## src/core/apc_pkg.sv

```systemverilog
// Package: register map, field positions, reset values and timing of the converter control
package apc_pkg;

  // ==========================================================================
  // Register indices (byte address is four times the index)
  // ==========================================================================
  localparam logic [10:0] APC_IDX_GLOBAL_IRQ_OUTPUT_ENABLES  = 11'h01e;
  localparam logic [10:0] APC_IDX_CONVERTER_POWER_CONTROLS   = 11'h500;
  localparam logic [10:0] APC_IDX_CONVERTER_CLOCK_REF_SELECT = 11'h501;
  localparam logic [10:0] APC_IDX_CONVERTER_INPUT_REF_CTRL   = 11'h502;
  localparam logic [10:0] APC_IDX_RESULT_LOW                 = 11'h508;
  localparam logic [10:0] APC_IDX_CORRECTION_BYPASS_CONTROL  = 11'h509;
  localparam logic [10:0] APC_IDX_CONVERTER_IRQ_ENABLES      = 11'h50c;
  localparam logic [10:0] APC_IDX_CONVERTER_IRQ_STATUS_0     = 11'h510;
  localparam logic [10:0] APC_IDX_CONVERTER_IRQ_STATUS_1     = 11'h511;
  localparam logic [10:0] APC_IDX_CONVERTER_IRQ_STATUS_2     = 11'h512;
  localparam logic [10:0] APC_IDX_CONVERTER_IRQ_STATUS_3     = 11'h513;
  localparam logic [10:0] APC_IDX_ROUND_ROBIN_RUN_CONTROL    = 11'h534;

  // ==========================================================================
  // Field positions
  // ==========================================================================
  localparam int APC_GLOBAL_CONVERTER_IRQ_ENABLE_BIT = 2;
  localparam int APC_CONVERTER_POWER_ON_BIT          = 1;
  localparam int APC_INPUT_BUFFER_POWER_ON_BIT       = 2;
  localparam int APC_REFERENCE_BUFFER_POWER_ON_BIT   = 3;
  localparam int APC_CHARGE_PUMP_POWER_ON_BIT        = 4;
  localparam int APC_CLOCK_ENABLE_BIT                = 3;
  localparam int APC_RAIL_1V8_REF_SELECT_BIT         = 2;
  localparam int APC_EXTERNAL_REF_SELECT_BIT         = 1;
  localparam int APC_CORRECTION_BYPASS_BIT           = 7;
  localparam int APC_DONE_BIT                        = 0;
  localparam int APC_READY_BIT                       = 1;
  localparam int APC_CALIBRATION_BIT                 = 7;
  localparam int APC_SEQUENCER_RUN_BIT               = 0;
  localparam int APC_RESULT_WIDTH                    = 10;
  localparam int APC_LIMIT_EVENTS                    = 24;

  // ==========================================================================
  // Reset values
  // ==========================================================================
  localparam logic [7:0] APC_RST_BYTE   = 8'h00;
  localparam logic [9:0] APC_RST_RESULT = 10'h000;

  // ==========================================================================
  // Timing
  // ==========================================================================
  localparam int APC_CLK_PERIOD_NS    = 20;
  localparam int APC_PUMP_SETTLE_NS   = 10000;
  localparam int APC_PUMP_SETTLE_CYC  =
    (APC_PUMP_SETTLE_NS + APC_CLK_PERIOD_NS - 1) / APC_CLK_PERIOD_NS;
  localparam int APC_SETTLE_CNT_W     = 9;
  localparam logic [APC_SETTLE_CNT_W-1:0] APC_SETTLE_LAST =
    APC_SETTLE_CNT_W'(APC_PUMP_SETTLE_CYC - 1);

endpackage

```

## src/core/apc_settle_if.sv

```systemverilog
// Interface between the register core and the charge-pump settling timer
`timescale 1ns/1ns
interface apc_settle_if;
  logic pump_on;
  logic clock_on;
  logic settled;

  modport ctl (output pump_on, output clock_on, input settled);
  modport tmr (input pump_on, input clock_on, output settled);
endinterface

```

## src/core/apc_top.sv

```systemverilog
// Converter power, reference and interrupt control with an AHB-Lite register slave
`timescale 1ns/1ns
module apc_top
  import apc_pkg::*;
(
  input  wire logic                        clk,
  input  wire logic                        rst,
  // AHB-Lite slave
  input  wire logic                        hsel,
  input  wire logic [31:0]                 haddr,
  input  wire logic [1:0]                  htrans,
  input  wire logic                        hwrite,
  input  wire logic [2:0]                  hsize,
  input  wire logic [31:0]                 hwdata,
  input  wire logic                        hready,
  output logic                             hreadyout,
  output logic                             hresp,
  output logic [31:0]                      hrdata,
  // Converter analog side
  input  wire logic                        conversion_done_evt,
  input  wire logic                        calibration_done_evt,
  input  wire logic [APC_LIMIT_EVENTS-1:0] limit_evt,
  input  wire logic [APC_RESULT_WIDTH-1:0] result_in,
  output logic                             converter_power_on,
  output logic                             input_buffer_power_on,
  output logic                             reference_buffer_power_on,
  output logic                             charge_pump_power_on,
  output logic                             converter_clock_enable,
  output logic                             rail_1v8_ref_select,
  output logic                             external_ref_select,
  output logic                             correction_bypass,
  output logic                             sequencer_run,
  output logic                             converter_usable,
  output logic                             converter_irq
);

  localparam int NSYNC = APC_LIMIT_EVENTS + 2;

  typedef struct packed {
    logic [7:0]                  glb;
    logic [7:0]                  pwr;
    logic [7:0]                  clkref;
    logic [7:0]                  inref;
    logic [7:0]                  byp;
    logic [7:0]                  ie;
    logic [7:0]                  st0;
    logic [7:0]                  st1;
    logic [7:0]                  st2;
    logic [7:0]                  st3;
    logic [7:0]                  rr;
    logic [APC_RESULT_WIDTH-1:0] result;
    logic                        pend;
    logic                        pend_wr;
    logic                        pend_ok;
    logic [10:0]                 pend_idx;
    logic                        hready;
    logic [31:0]                 hrdata;
    logic [NSYNC-1:0]            evt_s1;
    logic [NSYNC-1:0]            evt_s2;
    logic [NSYNC-1:0]            evt_prev;
    logic [APC_RESULT_WIDTH-1:0] res_s1;
    logic [APC_RESULT_WIDTH-1:0] res_s2;
    logic                        ready_prev;
    logic                        irq;
  } apc_state_t;

  apc_state_t   s_r;
  apc_state_t   s_nxt;
  apc_settle_if settle ();

  // ==========================================================================
  // Charge-pump settling timer
  // ==========================================================================
  apc_settle_timer u_settle (
    .clk (clk),
    .rst (rst),
    .st  (settle.tmr)
  );

  assign settle.pump_on  = s_r.pwr[APC_CHARGE_PUMP_POWER_ON_BIT];
  assign settle.clock_on = s_r.clkref[APC_CLOCK_ENABLE_BIT];

  // ==========================================================================
  // Next-state logic
  // ==========================================================================
  logic [NSYNC-1:0]            evt_rise;
  logic                        accept;
  logic                        rd;
  logic                        wr;
  logic                        ready_now;
  logic [7:0]                  wbyte;
  logic [7:0]                  rbyte;
  logic [7:0]                  set0;
  logic [7:0]                  clr0;
  logic [7:0]                  clr1;
  logic [7:0]                  clr2;
  logic [7:0]                  clr3;
  logic [APC_LIMIT_EVENTS-1:0] lim_rise;

  always_comb begin
    s_nxt    = s_r;
    evt_rise = s_r.evt_s2 & ~s_r.evt_prev;
    lim_rise = evt_rise[APC_LIMIT_EVENTS-1:0];
    accept   = hsel && hready && htrans[1];
    rd       = s_r.pend && !s_r.pend_wr && s_r.pend_ok;
    wr       = s_r.pend && s_r.pend_wr && s_r.pend_ok;
    wbyte    = hwdata[7:0];
    rbyte    = 8'h00;
    clr0     = 8'h00;
    clr1     = 8'h00;
    clr2     = 8'h00;
    clr3     = 8'h00;

    // Pin-side inputs pass two flops before any use
    s_nxt.evt_s1   = {calibration_done_evt, conversion_done_evt, limit_evt};
    s_nxt.evt_s2   = s_r.evt_s1;
    s_nxt.evt_prev = s_r.evt_s2;
    s_nxt.res_s1   = result_in;
    s_nxt.res_s2   = s_r.res_s1;

    // Ready once every needed circuit is powered, the converter clock runs and the pump has settled
    ready_now = s_r.pwr[APC_CONVERTER_POWER_ON_BIT]
              & s_r.pwr[APC_INPUT_BUFFER_POWER_ON_BIT]
              & (s_r.pwr[APC_REFERENCE_BUFFER_POWER_ON_BIT]
                 | s_r.inref[APC_EXTERNAL_REF_SELECT_BIT])
              & s_r.clkref[APC_CLOCK_ENABLE_BIT]
              & settle.settled;
    s_nxt.ready_prev = ready_now;

    // Converter result captured at conversion done
    if (evt_rise[APC_LIMIT_EVENTS]) begin
      s_nxt.result = s_r.res_s2;
    end

    // Read data mux
    unique case (s_r.pend_idx)
      APC_IDX_GLOBAL_IRQ_OUTPUT_ENABLES:  rbyte = s_r.glb;
      APC_IDX_CONVERTER_POWER_CONTROLS:   rbyte = s_r.pwr;
      APC_IDX_CONVERTER_CLOCK_REF_SELECT: rbyte = s_r.clkref;
      APC_IDX_CONVERTER_INPUT_REF_CTRL:   rbyte = s_r.inref;
      APC_IDX_RESULT_LOW:                 rbyte = s_r.result[7:0];
      APC_IDX_CORRECTION_BYPASS_CONTROL:
        rbyte = {s_r.byp[7], 5'h00, s_r.result[9:8]};
      APC_IDX_CONVERTER_IRQ_ENABLES:      rbyte = s_r.ie;
      APC_IDX_CONVERTER_IRQ_STATUS_0:     rbyte = s_r.st0;
      APC_IDX_CONVERTER_IRQ_STATUS_1:     rbyte = s_r.st1;
      APC_IDX_CONVERTER_IRQ_STATUS_2:     rbyte = s_r.st2;
      APC_IDX_CONVERTER_IRQ_STATUS_3:     rbyte = s_r.st3;
      APC_IDX_ROUND_ROBIN_RUN_CONTROL:    rbyte = s_r.rr;
      default:                            rbyte = 8'h00;
    endcase

    // Clear-on-read of the status registers
    if (rd) begin
      unique case (s_r.pend_idx)
        APC_IDX_CONVERTER_IRQ_STATUS_0: clr0 = 8'hff;
        APC_IDX_CONVERTER_IRQ_STATUS_1: clr1 = 8'hff;
        APC_IDX_CONVERTER_IRQ_STATUS_2: clr2 = 8'hff;
        APC_IDX_CONVERTER_IRQ_STATUS_3: clr3 = 8'hff;
        default: ;
      endcase
    end

    // Event flags; a set in the clearing cycle survives
    set0                      = 8'h00;
    set0[APC_DONE_BIT]        = evt_rise[APC_LIMIT_EVENTS];
    set0[APC_CALIBRATION_BIT] = evt_rise[APC_LIMIT_EVENTS+1];
    set0[APC_READY_BIT]       = ready_now && !s_r.ready_prev;
    s_nxt.st0 = (s_r.st0 & ~clr0) | set0;
    s_nxt.st1 = (s_r.st1 & ~clr1) | lim_rise[7:0];
    s_nxt.st2 = (s_r.st2 & ~clr2) | lim_rise[15:8];
    s_nxt.st3 = (s_r.st3 & ~clr3) | lim_rise[23:16];

    // Register writes
    if (wr) begin
      unique case (s_r.pend_idx)
        APC_IDX_GLOBAL_IRQ_OUTPUT_ENABLES:  s_nxt.glb = wbyte;
        APC_IDX_CONVERTER_POWER_CONTROLS:   s_nxt.pwr = wbyte;
        APC_IDX_CONVERTER_CLOCK_REF_SELECT: s_nxt.clkref = wbyte;
        APC_IDX_CONVERTER_INPUT_REF_CTRL:   s_nxt.inref = wbyte;
        APC_IDX_CORRECTION_BYPASS_CONTROL:
          s_nxt.byp = {wbyte[7], 7'h00};
        APC_IDX_CONVERTER_IRQ_ENABLES:      s_nxt.ie = wbyte;
        APC_IDX_ROUND_ROBIN_RUN_CONTROL:    s_nxt.rr = wbyte;
        default: ;
      endcase
    end

    // Bus handshake: one wait cycle, then data and ready
    if (s_r.pend) begin
      s_nxt.pend   = 1'b0;
      s_nxt.hready = 1'b1;
      s_nxt.hrdata = (!s_r.pend_wr && s_r.pend_ok) ? {24'h000000, rbyte} : 32'h00000000;
    end else if (accept) begin
      s_nxt.pend     = 1'b1;
      s_nxt.pend_wr  = hwrite;
      s_nxt.pend_ok  = (haddr[31:13] == 19'h00000) && (haddr[1:0] == 2'b00);
      s_nxt.pend_idx = haddr[12:2];
      s_nxt.hready   = 1'b0;
    end

    // Interrupt output from enabled flags under the global enable
    s_nxt.irq = s_nxt.glb[APC_GLOBAL_CONVERTER_IRQ_ENABLE_BIT]
              & |(s_nxt.st0 & s_nxt.ie
                  & ((8'h01 << APC_DONE_BIT) | (8'h01 << APC_READY_BIT)
                     | (8'h01 << APC_CALIBRATION_BIT)));
  end

  // ==========================================================================
  // State register
  // ==========================================================================
  always_ff @(posedge clk or posedge rst) begin
    if (rst) begin
      s_r        <= '0;
      s_r.hready <= 1'b1;
    end else begin
      s_r <= s_nxt;
    end
  end

  // ==========================================================================
  // Outputs
  // ==========================================================================
  assign hreadyout                 = s_r.hready;
  assign hresp                     = 1'b0;
  assign hrdata                    = s_r.hrdata;
  assign converter_power_on        = s_r.pwr[APC_CONVERTER_POWER_ON_BIT];
  assign input_buffer_power_on     = s_r.pwr[APC_INPUT_BUFFER_POWER_ON_BIT];
  assign reference_buffer_power_on = s_r.pwr[APC_REFERENCE_BUFFER_POWER_ON_BIT];
  assign charge_pump_power_on      = s_r.pwr[APC_CHARGE_PUMP_POWER_ON_BIT];
  assign converter_clock_enable    = s_r.clkref[APC_CLOCK_ENABLE_BIT];
  assign rail_1v8_ref_select       = s_r.clkref[APC_RAIL_1V8_REF_SELECT_BIT];
  assign external_ref_select       = s_r.inref[APC_EXTERNAL_REF_SELECT_BIT];
  assign correction_bypass         = s_r.byp[APC_CORRECTION_BYPASS_BIT];
  assign sequencer_run             = s_r.rr[APC_SEQUENCER_RUN_BIT];
  assign converter_usable          = settle.settled;
  assign converter_irq             = s_r.irq;

endmodule // apc_top

```

## src/core/apc_settle_timer.sv

```systemverilog
// Charge-pump settling timer counting converter clock ticks after pump power-up
`timescale 1ns/1ns
module apc_settle_timer
  import apc_pkg::*;
(
  input wire logic clk,
  input wire logic rst,
  apc_settle_if.tmr st
);

  typedef struct packed {
    logic [APC_SETTLE_CNT_W-1:0] cnt;
    logic                        settled;
  } apc_tmr_t;

  apc_tmr_t s_r;
  apc_tmr_t s_nxt;

  // ==========================================================================
  // Settling count
  // ==========================================================================
  always_comb begin
    s_nxt = s_r;
    if (!st.pump_on) begin
      // Pump off restarts the interval
      s_nxt.cnt     = '0;
      s_nxt.settled = 1'b0;
    end else if (st.clock_on && !s_r.settled) begin
      // Ticks only while the converter clock runs
      if (s_r.cnt == APC_SETTLE_LAST) begin
        s_nxt.settled = 1'b1;
      end else begin
        s_nxt.cnt = s_r.cnt + 1'b1;
      end
    end
  end

  always_ff @(posedge clk or posedge rst) begin
    if (rst) begin
      s_r <= '0;
    end else begin
      s_r <= s_nxt;
    end
  end

  assign st.settled = s_r.settled;

endmodule // apc_settle_timer

```

## config.mk

```make
export PLATFORM = sky130hd
export DESIGN_NAME = apc_top
export DESIGN_NICKNAME = d
export VERILOG_FILES = /design/src/core/apc_pkg.sv /design/src/core/apc_settle_if.sv /design/src/core/apc_top.sv /design/src/core/apc_settle_timer.sv
export SDC_FILE = /design/constraint.sdc
export NUM_CORES = 1
export LEC_CHECK = 0
export ABC_AREA = 1
export CORE_UTILIZATION = 60
export DETAILED_ROUTE_END_ITERATION = 12
export DONT_BUFFER_PORTS = 1
export PLACE_DENSITY = 0.83
export SLEW_MARGIN = 0
export SYNTH_ARGS = -nofsm -noshare
export SYNTH_HDL_FRONTEND = slang
export SYNTH_SLANG_ARGS = --single-unit
```

## constraint.sdc

```tcl
create_clock -name clk -period 12.05 [get_ports clk]
set_input_delay 1.205 -clock clk [delete_from_list [all_inputs] [get_ports clk]]
set_output_delay 1.205 -clock clk [all_outputs]
set_load 0.005 [all_outputs]
```

==> reports/metrics.yaml <==
outcome: "complete, no violations"
setup-violations-final: 0
path_max_fanout: 19
worst_hold_path_type: "flip-flop to flip-flop"
hold_depth: 0
seqCellArea_mm2: 0.00561
ios: 155
hold_violations: 0
slowest_stage: "nor2_2"
dieArea_mm2: 0.0151
worstPathArrival_ns: 2.89
switching_share: 0.237
core_area_mm2: 0.0141
grt_pass1_vias: 5670
r2r-start: "s_r[140]"
p_comb_frac: 0.065
first_iter_violations: 728
busiest_layer: "met2"
start_util: 0.623
wl_per_cell_um: 16.6
clockBufferDepth: 3
place_inst: 1042
p_sw_w: 0.000368
post-dp-hpwl_mm: 12.0
seq_power_share: 0.528
ys_ff_latch: 224
synth_flop_cell: "dfrtp_1"
fin_util: 0.668
synth_area_leaders: "dfrtp_1 64%, nand2_1 8.3%, nand3_1 6.8%"
final_area_mm2: 0.00942
dieWidth_um: 123
final_cells: 1078
layout_min_cycle_time_ns: 2.44
place.gp.congestion: 0.893
startpoint: "s_r[140]"
nets: 997
synthCells: 893
grt_use_met2: 0.387
async_reset_ff_frac: 1.00
synth_enable_flop_cells: 0
grt_pass1_wl_mm: 28.4
yosysTopAreaCell: "dfrtp_1"
cts_num_sinks: 224
multi_input_area_mm2: 0.00258
gr-usage-met3: 0.0475
yosysUniqueCellTypes: 31
slew_headroom: 0.350
drt-total-wl_mm: 17.9
via_per_inst: 5.62
leakage_nw: 4.65
p_per_area_mw_per_mm2: 165
clock_latency_ns: 0.51
ant_nets: 0
portBuffers: 0
path_clk_slew_ns: 0.06
cpPeakStageDelay_ns: 0.57
hold_ws_ns: 0.341
r2r_end: "hrdata[2]"
place_area_mm2: 0.00875
postCtsSetupBuffers: 0
track_usage: 0.249
peakVddDrop_mv: 0.156
cts_tree: "built"
max_freq_ghz: 0.409
die_h_um: 123
ff2ff_setup_slack_ns: 9.61
r2r_cells: 9
htree_levels: 1
use_met1: 0.348
drcViolationCount: 0
p_clk_frac: 0.407
ys.warnings.count: 0
synth_top_area_frac: 0.636
ctsHoldBuffers: 0
hold_start: "s_nxt[3]"
grt_max_degree: 151
ys_seq_area_frac: 0.639
required_ns: 12.49
worst_pin_slew_ns: 0.975
numCtsBuffers: 22
critPathKind: "flip-flop to flip-flop"
overflow: 0
critPathLaunchType: "flip-flop"
path_cells: "nor2_1 > nand2_1 > nor2_2 > nand2_1 > nor2_1 > nor2_1 > nand3_1 > nand3_1 > nand2_1"
cts-resized-gates: 0
drive_gt1_frac: 0.0635
synthTopCellsByCount: "223 x dfrtp_1, 194 x nand2_1, 120 x nand3_1"
setup_tns_ns: 0
slew_viol_final: 0
yosysMostFrequentCell: "dfrtp_1"
rows: 43
cts-root-buf: "clkbuf_16"
syn_area_mm2: 0.00878
fillCellCount: 1041
fin_skew_ns: 0.0112
min_period_over_period: 0.203
antenna_found_initial: 1
cap_violations: 0
avgSynthCellArea_um2: 9.83
end_kind: "flip-flop"
whs_endpoint: "s_r[3]"
drtPass1Iterations: 5
area_growth_pct: 7.31
rsz0062_at_grt: "false"
intPower_w: 0.00119
dr_total_vias: 6058
layout make-up:
class | instances | share of cell area
Inverter | 77 | 0.0315
Clock buffer | 34 | 0.0685
Timing Repair Buffer | 6 | 0.00478
Clock inverter | 1 | 0.00173
Sequential cell | 224 | 0.595
Tap cell | 180 | 0.0239
Multi-Input combinational cell | 555 | 0.274
Antenna cell | 1 | 0.000266
registers in the layout, summed over array words and instances, names as in the netlist, 8 cells and up, named ones only:
register      flops
u_settle.s_r      9
s_r             128
hrdata            8
s_nxt            62
how the worst max path moves through the flow:
stage                                  to  slack [ns]  depth (start not counted)
after floorplan                 async pin        4.71                          1
after global placement    u_settle.s_r[3]        9.19                          2
after detailed placement          s_r[30]        9.18                          2
after CTS                       hrdata[0]        9.67                          9
after global routing             s_r[241]        9.40                          2
final                           hrdata[2]        9.61                          9
kinds of logic after synthesis:
| family | synth area share |
|---|---|
| fa+ha+maj | 0.00143 |
| buf+inv | 0.0774 |
| flops | 0.639 |
| simple gates | 0.199 |
| xor+xnor | 0.00200 |
| other cells | 0.000427 |
| mux | 0.0128 |
| compound gates | 0.0681 |
worst max-delay path: cells and delay by family (launching register included):
family        cells  cell delay, ns
flops             1            0.38
simple gates      9            2.01
through the flow:
stage | worst slack [ns] | total power [W]
after floorplan | 4.71 | 0.000911
after global placement | 9.19 | 0.000928
after global routing | 9.40 | 0.00161
after detailed placement | 9.18 | 0.000934
after CTS | 9.67 | 0.00157
final | 9.61 | 0.00155
routing by layer:
metal	wire [um]	vias to the layer above	part of all wire
li1	-	2828	-
met1	7660	2894	0.43
met2	8260	288	0.46
met3	1430	48	0.080
met4	521	0	0.029
met5	0	-	0
layout by cell type, fill, tap and decap left out, types with 6 or more instances in the layout:
cell	n
inv_1	73
mux2_2	10
conb_1	25
nor4_1	6
o21ai_0	101
clkbuf_16	22
nand4_1	7
clkbuf_1	7
buf_4	6
nand3_1	120
nor2_1	57
nand2_1	194
dfrtp_1	223
a21oi_1	6
power groups by stage:
stage / Clock (W) / Combinational (W) / Sequential, W
5_1_grt: 0.000672 / 0.000117 / 0.000824
3_5_place_dp: 0 / 0.000101 / 0.000833
4_1_cts: 0.000644 / 0.000102 / 0.000820
6_report: 0.000632 / 0.000102 / 0.000820
2_1_floorplan: 0 / 0.0000860 / 0.000825
3_3_place_gp: 0 / 0.0000977 / 0.000831
(Power assumes the default switching activity.)
